`config.mk`:
```
export PLATFORM = sky130hd
export DESIGN_NAME = adc_result_coding_ref_monitor
export DESIGN_NICKNAME = d
export VERILOG_FILES = /design/src/rtl/adc_ctrl_pkg.sv /design/src/rtl/adc_result_coding_ref_monitor.sv /design/src/rtl/pin_sync.sv /design/src/rtl/result_coder.sv
export SDC_FILE = /design/constraint.sdc
export NUM_CORES = 1
export LEC_CHECK = 0
export ABC_AREA = 1
export BUFFER_PORTS_ARGS = -buffer_cell sky130_fd_sc_hd__buf_2
export CORE_MARGIN = 10
export CORE_UTILIZATION = 30
export DETAILED_ROUTE_END_ITERATION = 8
export GPL_ROUTABILITY_DRIVEN = 0
export PLACE_DENSITY = 0.46
export SETUP_SLACK_MARGIN = 0.5
export SLEW_MARGIN = 40
export SYNTH_ARGS = -nofsm -noshare
export SYNTH_HDL_FRONTEND = slang
export SYNTH_SLANG_ARGS = --single-unit
```
`constraint.sdc`:
```
create_clock -name clk -period 4.4 [get_ports clk]
set_input_delay 0.44 -clock clk [delete_from_list [all_inputs] [get_ports clk]]
set_output_delay 0.44 -clock clk [all_outputs]
set_load 0.1 [all_outputs]
```
`src/rtl/adc_ctrl_pkg.sv`:
```
package adc_ctrl_pkg;

   // ****************************************************
   // Bus geometry
   // ****************************************************
   localparam int ADDR_W = 5;                                // Byte address width
   localparam int DATA_W = 32;                               // Bus data width
   localparam int RES_W  = 24;                               // Result width

   // ****************************************************
   // Register byte offsets
   // ****************************************************
   localparam logic [ADDR_W-1:0] OFS_CONFIG    = 5'h00;      // Configuration
   localparam logic [ADDR_W-1:0] OFS_MODE      = 5'h04;      // Mode
   localparam logic [ADDR_W-1:0] OFS_STATUS    = 5'h08;      // Status
   localparam logic [ADDR_W-1:0] OFS_DATA      = 5'h0c;      // Conversion result
   localparam logic [ADDR_W-1:0] OFS_OFFSET    = 5'h10;      // Offset coefficient
   localparam logic [ADDR_W-1:0] OFS_FULLSCALE = 5'h14;      // Full-scale coefficient
   localparam logic [ADDR_W-1:0] OFS_GPO       = 5'h18;      // Second pair outputs

   // ****************************************************
   // Field positions
   // ****************************************************
   localparam int CFG_UNIPOLAR  = 0;                         // 1 unipolar, 0 bipolar
   localparam int CFG_BURNOUT   = 1;                         // Burnout current enable
   localparam int CFG_REFERENCE_SELECT    = 2;                         // Reference select
   localparam int CFG_REFERENCE_DETECT_ENABLE    = 3;                         // Reference detect enable
   localparam int CFG_CHAN_LO   = 4;                         // Channel field low bit
   localparam int MODE_CLK_LO   = 0;                         // Clock select low bit
   localparam int MODE_CLK_HI   = 1;                         // Clock select high bit
   localparam int MODE_OP_LO    = 2;                         // Operating mode low bit
   localparam int ST_READY      = 0;                         // New result waiting
   localparam int ST_ERROR      = 1;                         // Calibration error
   localparam int ST_NO_REFERENCE_FLAG      = 2;                         // No valid reference
   localparam int ST_CALBUSY    = 3;                         // Calibration running
   localparam int GPO_EN        = 2;                         // Second pair output enable

   // ****************************************************
   // Encodings and reset values
   // ****************************************************
   typedef enum logic [1:0] {
      CLK_XTAL, CLK_EXT_IN, CLK_INT, CLK_INT_OUT
   } clk_sel_t;                                              // Clock source choice

   typedef enum logic [1:0] {
      OP_CONT, OP_IDLE, OP_CAL_ZERO, OP_CAL_FULL
   } op_mode_t;                                              // Operating modes

   localparam logic [5:0]       CONFIG_RST    = 6'h00;       // Bipolar, all off
   localparam logic [3:0]       MODE_RST      = 4'h2;        // Internal clock, continuous
   localparam logic [RES_W-1:0] OFFSET_RST    = 24'h800000;  // Midscale offset
   localparam logic [RES_W-1:0] FULLSCALE_RST = 24'h500000;  // Nominal gain word
   localparam logic [RES_W-1:0] RES_MIDSCALE  = 24'h800000;  // Only the top bit set
   localparam logic [RES_W-1:0] RES_ALL_ONES  = 24'hffffff;  // Clamp value

   // ****************************************************
   // Carriers
   // ****************************************************
   typedef struct packed {
      logic              read;                               // Read strobe
      logic              write;                              // Write strobe
      logic [ADDR_W-1:0] address;                            // Byte address
      logic [DATA_W-1:0] writedata;                          // Write data
      logic [3:0]        byteenable;                         // Byte lanes
   } avs_req_t;

   typedef struct packed {
      logic             valid;                               // One-cycle pulse
      logic [RES_W-1:0] value;                               // Signed fraction of full scale
   } sample_t;

endpackage : adc_ctrl_pkg

```
`src/rtl/adc_result_coding_ref_monitor.sv`:
```
// The Avalon-MM interface to the registers and the placing of the registers were left to the implementer.
`timescale 1ns/1ps
// Function
// RULE1 - Unipolar results use straight binary
// RULE2 - Bipolar results use offset binary
// RULE3 - Polarity bit selects result coding
// RULE4 - Clock select field picks clock source
// RULE5 - Internal clock may drive clock pin
// RULE6 - Burnout currents switch together, follow channel
// RULE7 - Reference select claims second pair pins
// RULE8 - Detection runs only when enabled
// RULE9 - Invalid reference sets no-reference flag
// RULE10 - No reference forces all-ones results
// RULE11 - No reference blocks coefficient, sets error
// RULE12 - Host checks flag on all-ones result
// RULE13 - Host reads error after calibration
// RULE14 - Clamp applied before data register
module adc_result_coding_ref_monitor
   import adc_ctrl_pkg::*;
(
   input  wire logic                           clk,
   input  wire logic                           arst_n,
   input  wire adc_ctrl_pkg::avs_req_t         avs_req,
   output      logic [adc_ctrl_pkg::DATA_W-1:0] avs_readdata,
   output      logic                           avs_waitrequest,
   input  wire adc_ctrl_pkg::sample_t          conv_sample,
   input  wire adc_ctrl_pkg::sample_t          cal_sample,
   input  wire logic                           ref_invalid_pin,
   input  wire logic                           internal_osc,
   output      logic [1:0]                     clock_source,
   output      logic                           master_clock_pin_b_out,
   output      logic                           master_clock_pin_b_oe,
   output      logic                           burnout_source_en,
   output      logic                           burnout_sink_en,
   output      logic [1:0]                     burnout_channel,
   output      logic                           reference_select,
   output      logic [1:0]                     second_reference_pair_out,
   output      logic [1:0]                     second_reference_pair_oe,
   output      logic [1:0]                     op_mode
);

   import adc_ctrl_pkg::*;

   // ****************************************************
   // Declarations
   // ****************************************************
   logic [5:0]        config_reg,    config_next;            // Configuration bits
   logic [1:0]        clk_sel_reg,   clk_sel_next;           // Clock select field
   op_mode_t          op_reg,        op_next;                // Operating mode
   logic [RES_W-1:0]  data_reg,      data_next;              // Stored result
   logic [RES_W-1:0]  offset_reg,    offset_next;            // Offset coefficient
   logic [RES_W-1:0]  fullscale_reg, fullscale_next;         // Full-scale coefficient
   logic [2:0]        gpo_reg,       gpo_next;               // Second pair outputs
   logic              ready_reg,     ready_next;             // Result waiting
   logic              error_reg,     error_next;             // Calibration error
   logic              no_reference_flag_reg,     no_reference_flag_next;             // No-reference flag
   logic              no_reference_flag_seen_reg, no_reference_flag_seen_next;       // Flag seen during cal
   logic              wait_reg,      wait_next;              // Waitrequest flop
   logic [DATA_W-1:0] rdata_reg,     rdata_next;             // Read data flop
   logic [1:0]        pin_out_next;                          // Second pair drive
   logic [1:0]        pin_oe_next;                           // Second pair enable
   logic              clk_pin_reg,   clk_pin_next;           // Clock pin level
   logic              clk_oe_reg,    clk_oe_next;            // Clock pin enable
   logic              burn_reg,      burn_next;              // Burnout switch
   logic [1:0]        chan_reg,      chan_next;              // Burnout routing
   logic              reference_select_reg,    reference_select_next;            // Reference pair
   logic [1:0]        pin_out_reg;                           // Second pair drive flop
   logic [1:0]        pin_oe_reg;                            // Second pair enable flop
   logic              ref_bad;                               // Synchronised comparator
   logic              osc_sync;                              // Synchronised oscillator
   logic [RES_W-1:0]  coded;                                 // Coded, clamped result
   logic              take_wr;                               // Write accepted this edge
   logic              take_rd;                               // Read accepted this edge
   logic              in_cal;                                // Calibration running
   logic [DATA_W-1:0] status_word;                           // Assembled status

   // ****************************************************
   // Pin synchronisers
   // ****************************************************
   pin_sync #(
      .WIDTH (2)
   ) u_sync (
      .clk      (clk),
      .arst_n   (arst_n),
      .async_in ({internal_osc, ref_invalid_pin}),
      .sync_out ({osc_sync, ref_bad})
   );

   // ****************************************************
   // Result coding
   // ****************************************************
   result_coder u_coder (
      .unipolar (config_reg[CFG_UNIPOLAR]),                  // [RULE3]
      .clamp    (no_reference_flag_reg),                                 // [RULE10]
      .value    (conv_sample.value),
      .code     (coded)
   );

   // Bus acceptance and helpers
   assign take_wr     = avs_req.write & ~wait_reg;
   assign take_rd     = avs_req.read & ~wait_reg;
   assign in_cal      = (op_reg == OP_CAL_ZERO) || (op_reg == OP_CAL_FULL);
   assign status_word = {28'h0000000, in_cal, no_reference_flag_reg, error_reg, ready_reg};

   // Merge write data into a register under byte enables
   function automatic logic [DATA_W-1:0] merge(input logic [DATA_W-1:0] old_v,
                                               input logic [DATA_W-1:0] new_v,
                                               input logic [3:0]        be);
      logic [DATA_W-1:0] r;
      r = old_v;
      for (int b = 0; b < 4; b++) begin
         if (be[b]) begin
            r[b*8 +: 8] = new_v[b*8 +: 8];
         end
      end
      return r;
   endfunction : merge

   // ****************************************************
   // Avalon slave: one wait cycle per access
   // ****************************************************
   always_comb begin
      wait_next  = 1'b1;
      rdata_next = rdata_reg;
      // Drop waitrequest one cycle after a request appears
      if ((avs_req.read || avs_req.write) && wait_reg) begin
         wait_next = 1'b0;
      end
      // Capture read data during the wait cycle
      if (avs_req.read && wait_reg) begin
         case (avs_req.address)
            OFS_CONFIG:    rdata_next = {26'h0, config_reg};
            OFS_MODE:      rdata_next = {28'h0000000, op_reg, clk_sel_reg};
            OFS_STATUS:    rdata_next = status_word;
            OFS_DATA:      rdata_next = {8'h00, data_reg};
            OFS_OFFSET:    rdata_next = {8'h00, offset_reg};
            OFS_FULLSCALE: rdata_next = {8'h00, fullscale_reg};
            OFS_GPO:       rdata_next = {29'h0, gpo_reg};
            default:       rdata_next = '0;                  // Unmapped reads zero
         endcase
      end
   end

   always_ff @(posedge clk or negedge arst_n) begin
      if (!arst_n) begin
         wait_reg  <= 1'b1;
         rdata_reg <= '0;
      end else begin
         wait_reg  <= wait_next;
         rdata_reg <= rdata_next;
      end
   end

   // ****************************************************
   // Control registers and calibration
   // ****************************************************
   always_comb begin
      logic [DATA_W-1:0] m;
      m               = '0;
      config_next     = config_reg;
      clk_sel_next    = clk_sel_reg;
      op_next         = op_reg;
      offset_next     = offset_reg;
      fullscale_next  = fullscale_reg;
      gpo_next        = gpo_reg;
      no_reference_flag_seen_next = no_reference_flag_seen_reg;
      // Software writes
      if (take_wr) begin
         case (avs_req.address)
            OFS_CONFIG: begin
               m           = merge({26'h0, config_reg}, avs_req.writedata, avs_req.byteenable);
               config_next = m[5:0];
            end
            OFS_MODE: begin
               m            = merge({28'h0000000, op_reg, clk_sel_reg}, avs_req.writedata,
                                    avs_req.byteenable);
               clk_sel_next = m[MODE_CLK_HI:MODE_CLK_LO];    // [RULE4]
               op_next      = op_mode_t'(m[MODE_OP_LO +: 2]);
               // Any mode write, including one that starts a calibration, forgets earlier reference loss
               no_reference_flag_seen_next = 1'b0;
            end
            OFS_OFFSET: begin
               m           = merge({8'h00, offset_reg}, avs_req.writedata, avs_req.byteenable);
               offset_next = m[RES_W-1:0];
            end
            OFS_FULLSCALE: begin
               m              = merge({8'h00, fullscale_reg}, avs_req.writedata, avs_req.byteenable);
               fullscale_next = m[RES_W-1:0];
            end
            OFS_GPO: begin
               m        = merge({29'h0, gpo_reg}, avs_req.writedata, avs_req.byteenable);
               gpo_next = m[2:0];
            end
            default: begin
               m = '0;                                       // Other writes ignored
            end
         endcase
      end
      // Track reference loss while calibrating
      if (in_cal && no_reference_flag_reg) begin
         no_reference_flag_seen_next = 1'b1;                             // [RULE11]
      end
      // Calibration end: store coefficient only with a good reference
      if (in_cal && cal_sample.valid) begin
         op_next = OP_IDLE;
         if (!(no_reference_flag_seen_reg || no_reference_flag_reg)) begin
            if (op_reg == OP_CAL_ZERO) begin
               offset_next = cal_sample.value;
            end else begin
               fullscale_next = cal_sample.value;
            end
         end                                                 // [RULE11]
      end
   end

   always_ff @(posedge clk or negedge arst_n) begin
      if (!arst_n) begin
         config_reg     <= CONFIG_RST;
         clk_sel_reg    <= MODE_RST[1:0];
         op_reg         <= op_mode_t'(MODE_RST[3:2]);
         offset_reg     <= OFFSET_RST;
         fullscale_reg  <= FULLSCALE_RST;
         gpo_reg        <= 3'h0;
         no_reference_flag_seen_reg <= 1'b0;
      end else begin
         config_reg     <= config_next;
         clk_sel_reg    <= clk_sel_next;
         op_reg         <= op_next;
         offset_reg     <= offset_next;
         fullscale_reg  <= fullscale_next;
         gpo_reg        <= gpo_next;
         no_reference_flag_seen_reg <= no_reference_flag_seen_next;
      end
   end

   // ****************************************************
   // Status flags and result register
   // ****************************************************
   always_comb begin
      data_next  = data_reg;
      ready_next = ready_reg;
      error_next = error_reg;
      // Detection gated by its enable bit
      no_reference_flag_next = config_reg[CFG_REFERENCE_DETECT_ENABLE] & ref_bad;         // [RULE8] [RULE9]
      // Reading the result clears ready
      if (take_rd && (avs_req.address == OFS_DATA)) begin
         ready_next = 1'b0;
      end
      // Write one to clear the error flag
      if (take_wr && (avs_req.address == OFS_STATUS) && avs_req.byteenable[0]
          && avs_req.writedata[ST_ERROR]) begin
         error_next = 1'b0;
      end
      // New conversion in normal mode, set wins over clear
      if (conv_sample.valid && (op_reg == OP_CONT)) begin
         data_next  = coded;                                 // [RULE14]
         ready_next = 1'b1;
      end
      // Calibration ended without a reference
      if (in_cal && cal_sample.valid && (no_reference_flag_seen_reg || no_reference_flag_reg)) begin
         error_next = 1'b1;                                  // [RULE11]
      end
   end

   always_ff @(posedge clk or negedge arst_n) begin
      if (!arst_n) begin
         data_reg  <= '0;
         ready_reg <= 1'b0;
         error_reg <= 1'b0;
         no_reference_flag_reg <= 1'b0;
      end else begin
         data_reg  <= data_next;
         ready_reg <= ready_next;
         error_reg <= error_next;
         no_reference_flag_reg <= no_reference_flag_next;
      end
   end

   // ****************************************************
   // Analog controls and pins
   // ****************************************************
   always_comb begin
      // Clock pin driven only in internal-out choice
      clk_oe_next  = (clk_sel_reg == CLK_INT_OUT);           // [RULE5]
      clk_pin_next = clk_oe_next & osc_sync;                 // [RULE5]
      // One bit drives both generators
      burn_next    = config_reg[CFG_BURNOUT];                // [RULE6]
      chan_next    = config_reg[CFG_CHAN_LO +: 2];           // [RULE6]
      reference_select_next  = config_reg[CFG_REFERENCE_SELECT];                 // [RULE7]
      // Second pair is reference input when selected
      pin_oe_next  = {2{gpo_reg[GPO_EN] & ~config_reg[CFG_REFERENCE_SELECT]}}; // [RULE7]
      pin_out_next = gpo_reg[1:0] & pin_oe_next;
   end

   always_ff @(posedge clk or negedge arst_n) begin
      if (!arst_n) begin
         clk_oe_reg  <= 1'b0;
         clk_pin_reg <= 1'b0;
         burn_reg    <= 1'b0;
         chan_reg    <= 2'h0;
         reference_select_reg  <= 1'b0;
         pin_oe_reg  <= 2'h0;
         pin_out_reg <= 2'h0;
      end else begin
         clk_oe_reg  <= clk_oe_next;
         clk_pin_reg <= clk_pin_next;
         burn_reg    <= burn_next;
         chan_reg    <= chan_next;
         reference_select_reg  <= reference_select_next;
         pin_oe_reg  <= pin_oe_next;
         pin_out_reg <= pin_out_next;
      end
   end

   // Outputs straight from flops
   assign avs_readdata              = rdata_reg;
   assign avs_waitrequest           = wait_reg;
   assign clock_source              = clk_sel_reg;
   assign master_clock_pin_b_out    = clk_pin_reg;
   assign master_clock_pin_b_oe     = clk_oe_reg;
   assign burnout_source_en         = burn_reg;
   assign burnout_sink_en           = burn_reg;
   assign burnout_channel           = chan_reg;
   assign reference_select          = reference_select_reg;
   assign second_reference_pair_out = pin_out_reg;
   assign second_reference_pair_oe  = pin_oe_reg;
   assign op_mode                   = op_reg;

endmodule : adc_result_coding_ref_monitor

```
`src/rtl/pin_sync.sv`:
```
`timescale 1ns/1ps
// ****************************************************
// Two-stage synchroniser, one per bit
// ****************************************************
module pin_sync #(
   parameter int WIDTH = 1
) (
   input  wire logic             clk,
   input  wire logic             arst_n,
   input  wire logic [WIDTH-1:0] async_in,
   output      logic [WIDTH-1:0] sync_out
);

   genvar i;
   generate
      for (i = 0; i < WIDTH; i++) begin : g_bit
         logic meta_reg;                                     // First stage, read only by second
         logic hold_reg;                                     // Second stage

         // Two flops in series
         always_ff @(posedge clk or negedge arst_n) begin
            if (!arst_n) begin
               meta_reg <= 1'b0;
               hold_reg <= 1'b0;
            end else begin
               meta_reg <= async_in[i];
               hold_reg <= meta_reg;
            end
         end

         assign sync_out[i] = hold_reg;
      end
   endgenerate

endmodule : pin_sync

```
`src/rtl/result_coder.sv`:
```
`timescale 1ns/1ps
// ****************************************************
// Result coding and reference clamp
// ****************************************************
module result_coder
   import adc_ctrl_pkg::*;
(
   input  wire logic             unipolar,
   input  wire logic             clamp,
   input  wire logic [RES_W-1:0] value,
   output      logic [RES_W-1:0] code
);

   // Map signed fraction to output code
   always_comb begin
      if (clamp) begin
         code = RES_ALL_ONES;                                // [RULE10] [RULE14]
      end else if (unipolar) begin
         // Negative input floors at zero, top half doubles
         if (value[RES_W-1]) begin
            code = '0;                                       // [RULE1]
         end else begin
            code = {value[RES_W-2:0], &value[RES_W-2:0]};    // [RULE1]
         end
      end else begin
         code = value ^ RES_MIDSCALE;                        // [RULE2]
      end
   end

endmodule : result_coder

```
After elaboration in Yosys (flattened, before gate mapping) --
Cells that the tools add are included.
Word-level totals: register bits 135, input port bits 97, word-level logic and storage cells 102
Cells by class: equal/unequal tests 9, muxes and demuxes 32, bitwise gates (word level) 9, reduce and logical (&&, ||, !) cells 28
Operators with widths (number):
- $mux W24 | 13
- $pmux W24 S7 | 1
- $mux W8 | 6
- $reduce_and A23 Y1 | 1
- $eq A5 B5 Y1 const B | 3
- $reduce_bool A2 Y1 | 7
- $reduce_and A3 Y1 | 4
- $eq A5 B4 Y1 const B | 2
- $logic_and A1 B1 Y1 | 10
- $mux W1 | 8
- $eq A2 B2 Y1 const B | 3
- $mux W2 | 3
- $and A1 B1 Y1 | 5
- $eq A5 B3 Y1 const B | 1
- $logic_not A5 Y1 | 1
- $mux W4 | 1
- $logic_or A1 B1 Y1 | 3
- $not A1 Y1 | 3
- $and A2 B2 Y2 | 1
- $logic_not A2 Y1 | 1
- $reduce_and A2 Y1 | 1

Logic depth before layout (Yosys ltp) --
depth in word-level cells 7, depth in mapped cells 9

Cells and area by module --
A second synthesis with hierarchy kept.
Second synthesis, totals: cell total of the unflattened synthesis 896, area, all modules 6762.7 um^2
Modules (own cells, without submodules):
- adc_result_coding_ref_monitor | instances 1, cells an instance 789, area an instance 6206.0 um^2, sequential area each 3084.2 um^2
- result_coder | instances 1, cells an instance 101, area an instance 441.7 um^2, sequential area each 0.0 um^2
- pin_sync | instances 1, cells an instance 6, area an instance 115.1 um^2, sequential area each 100.1 um^2

Worst setup path after synthesis --
OpenSTA, ideal clock, no wires.
path type reg-to-reg, from register op_reg[1] (netlist: op_mode[1]), to register offset_reg[21], data arrival time 1.876 ns, data required time 4.280 ns, setup slack 2.403 ns, stages on the path, launching flop included 8, cell sequence dfrtp_1 nand2_1 inv_1 nand3_1 buf_2 clkbuf_1 nor2_1 a21oi_1
On the way: cells in the longest elaborated chain, start to end 4, elaborated cells between the ends (all ways) 7
RTL lines:
- start: declaration | line adc_result_coding_ref_monitor.sv:49 | op_mode_t op_reg, op_next;
- start signal: assignment | line adc_result_coding_ref_monitor.sv:220 | op_reg <= op_mode_t'(MODE_RST[3:2]);
- start signal: assignment | line adc_result_coding_ref_monitor.sv:228 | op_reg <= op_next;
- $eq A2 B2 Y1, on equally long branches | line adc_result_coding_ref_monitor.sv:102, adc_result_coding_ref_monitor.sv:207
- $mux W24 / $logic_or A1 B1 Y1 (equally long branches) | line adc_result_coding_ref_monitor.sv:207, adc_result_coding_ref_monitor.sv:102
- $mux W24 / $logic_and A1 B1 Y1 (equally long branches) | line adc_result_coding_ref_monitor.sv:206, adc_result_coding_ref_monitor.sv:204
- $mux W24 (*) | line adc_result_coding_ref_monitor.sv:204 | if (in_cal && cal_sample.valid) begin
- net offset_next[21] | line adc_result_coding_ref_monitor.sv:51 | logic [RES_W-1:0] offset_reg, offset_next;
- end signal: assignment | line adc_result_coding_ref_monitor.sv:229 | offset_reg <= offset_next;
- end: declaration | line adc_result_coding_ref_monitor.sv:51
Mark *: on every way through the listed nets, which the timed path passes. The rest lies on a longest branch. A chain may end at the register's enable or synchronous reset.

Final worst setup path --
from input port avs_req[37] in the netlist's numbering, to register fullscale_reg[4]
On the way: cells in the longest elaborated chain, start to end 6
RTL lines:
- start: declaration | line adc_result_coding_ref_monitor.sv:23 | input wire adc_ctrl_pkg::avs_req_t avs_req,
- $eq A5 B5 Y1 (*) | line adc_result_coding_ref_monitor.sv:169 | case (avs_req.address)
- $mux W24 (*) | line adc_result_coding_ref_monitor.sv:169
- $mux W24 (*) | line adc_result_coding_ref_monitor.sv:168 | if (take_wr) begin
- $mux W24 | line adc_result_coding_ref_monitor.sv:207 | if (op_reg == OP_CAL_ZERO) begin
- $mux W24 | line adc_result_coding_ref_monitor.sv:206 | if (!(no_reference_flag_seen_reg || no_reference_flag_reg)) begin
- $mux W24 (*) | line adc_result_coding_ref_monitor.sv:204
- net fullscale_next[4] | line adc_result_coding_ref_monitor.sv:52 | logic [RES_W-1:0] fullscale_reg, fullscale_next;
- end signal: assignment | line adc_result_coding_ref_monitor.sv:230 | fullscale_reg <= fullscale_next;
- end: declaration | line adc_result_coding_ref_monitor.sv:52
Marks and branches as above.

==> impl_metrics.ini <==
[synth]
synthTopCellsByCount = 329 x nand2_1, 122 x dfrtp_1, 91 x inv_1
syn_area_sq_um = 6540
yosysSeqAreaShare_pct = 48.7
synth_cell_types = 29
yosysWarnings = 0
synth-seq-cells = 127
async_flop_share_pct = 100
netlist_instances = 876
synth.most_common_cell = nand2_1
netlist.area_leader.share_pct = 46.7
synth_flop_cell = dfrtp_1
syn_area_per_cell_sq_um = 7.46
synthTopCellsByArea = dfrtp_1 47%, nand2_1 19%, inv_1 5.2%
synth_edf_count = 0
synth_top_area_cell = dfrtp_1

[sta]
finalWorstSetupSlack_ps = 2080
timing.final.hold_violations = 0
fin_worst_skew_ps = 6.32
fin_setup_tns_ps = 0
fmaxAchievable_ghz = 0.430
slew_viol_final = 0
period_share_pct = 52.8
setup_viol = 0
slew_headroom_pct = 45.2
rsz0062_at_grt = false
period_minus_slack_ps = 2320
hold-worst-slack_ps = 7.91
worst_slew_pin_slew_ps = 821

[critical_path]
critPathMaxFanout = 25
start_kind = input pin
cp-end-kind = flip-flop
critPathRequiredTime_ps = 4700
cp.arrival_ps = 2630
path_class = in -> reg

[cts]
cts_tree = yes
clockBufferDepth = 2
post_cts_buffers = 0
cts_resized = 0
clk_latency_ps = 420
clock_sinks = 127
cts_hold_buf = 0
cts-root-buf = clkbuf_16
cts_buffers = 17
clkTransAtPathRegs_ps = 60
h-tree-depth = 4

[grt]
overflow = 0
antenna_found_initial = 7
use_met2_pct = 21.6
busiest_layer = met1
grt_pass1_vias = 5945
grtUsageTotal_pct = 15.3
use_met3_pct = 4.33
grt_use_met1_pct = 21.8
grt_first_pass_wirelength_mm = 34.4
grt_max_degree = 49

[placed_design]
dp_hpwl_mm = 15.2
pre_cts_ws_ps = 1640
post_dp_cell_area_sq_um = 7350
io_buffers = 127
dp.cells = 1242

[route]
first_pass_iters = 5
drtIter0Drc = 384
routed_wl_mm = 21.5
routed_via_density = 4.66
drcViolationCount = 0
ant_nets = 0
vias = 5956
drt-wirelength-per-cell_microns = 16.8

[outcome]
status = finished, final reports clean

[floorplanning]
dieWidth_microns = 168
pin_count = 145
die_h_microns = 168
rows = 53
core_sq_um = 21200
initial_utilization_pct = 30.8
design.die.area_sq_um = 28100

[finish]
fin_nets = 1084
drive_gt1_share_pct = 19.4
fin_util_pct = 37.7
syn_to_final_growth_pct = 22.5
fin_cells = 1279
stdcell_area_sq_um = 8010

[power_and_ir_drop]
leakage_nw = 4.25
power_density_nw_per_um2 = 479
finalPower_mw = 3.84
peakVddDrop_v = 0.000199

[run]
drv_cap = 0

[hold_path]
min_path_type = in -> async
[where the power goes]
group          total (mW)  switching [mW]  internal (mW)
clock                1.50           0.568          0.935
sequential           1.61           0.191           1.41
combinational       0.730           0.503          0.227
total                3.84            1.26           2.58
[worst max-delay path, stage by stage]
cell	delay, ps
buf_2	120
nor2_4	470
nand2_2	200
nor2_4	590
nand2_1	450
o21ai_0	260
nand2_1	80
[logic make-up after synthesis]
logic type | count (synthesis) | synth area share (%)
AO/OA/AOI/OAI | 109 | 10.4
buffers and inverters | 142 | 9.24
flip-flops | 127 | 48.7
other | 1 | 0.0574
AND/OR/NAND/NOR | 497 | 31.6
[cell type report]
cell class | instances | area (sq um)
fillers | 2287 | 13200
flip-flops and latches | 127 | 3180
multi-input cells | 614 | 2800
repair buffers | 133 | 687
clock buffers | 19 | 453
inverters | 94 | 353
well taps | 275 | 344
clock inverters | 13 | 179
diodes | 4 | 10.0
[final timing paths]
kind                                          start                  endpoint  slack, ps  cells after the start
setup / recovery                        avs_req[37]          fullscale_reg[4]       2080                      7
hold / removal                               arst_n  u_sync.g_bit[0].hold_reg          8                      1
setup reg to reg                    avs_waitrequest          fullscale_reg[4]       2420                      6
hold reg to reg            u_sync.g_bit[0].meta_reg  u_sync.g_bit[0].hold_reg        360                      0
max in group asynchronous                    arst_n               data_reg[0]       3370                      2
min in group clk                       internal_osc  u_sync.g_bit[1].meta_reg        120                      1
[layer usage]
| layer | wire, microns | part of all wire [%] |
|---|---|---|
| met5 | 41 | 0.19 |
| met4 | 336 | 1.6 |
| met3 | 1310 | 6.1 |
| met2 | 8990 | 42 |
| met1 | 10800 | 50 |
[placed cells by master, fill, tap and decap left out, types with 3 or more instances in the layout]
cell type	n
nand3_1	49
o22a_1	14
clkinv_4	5
nor2_4	5
clkbuf_16	17
nor2_2	3
nor2_1	76
a21oi_2	9
nand2_1	329
diode_2	4
conb_1	8
a31oi_1	21
nand4_1	23
buf_4	6
buf_2	126
nor3_1	5
dfrtp_1	122
dfstp_2	5
inv_1	90
o21ai_0	18
bufinv_16	3
inv_6	3
a21oi_1	31
o22ai_1	15
Power figures use the tool's default switching activity.
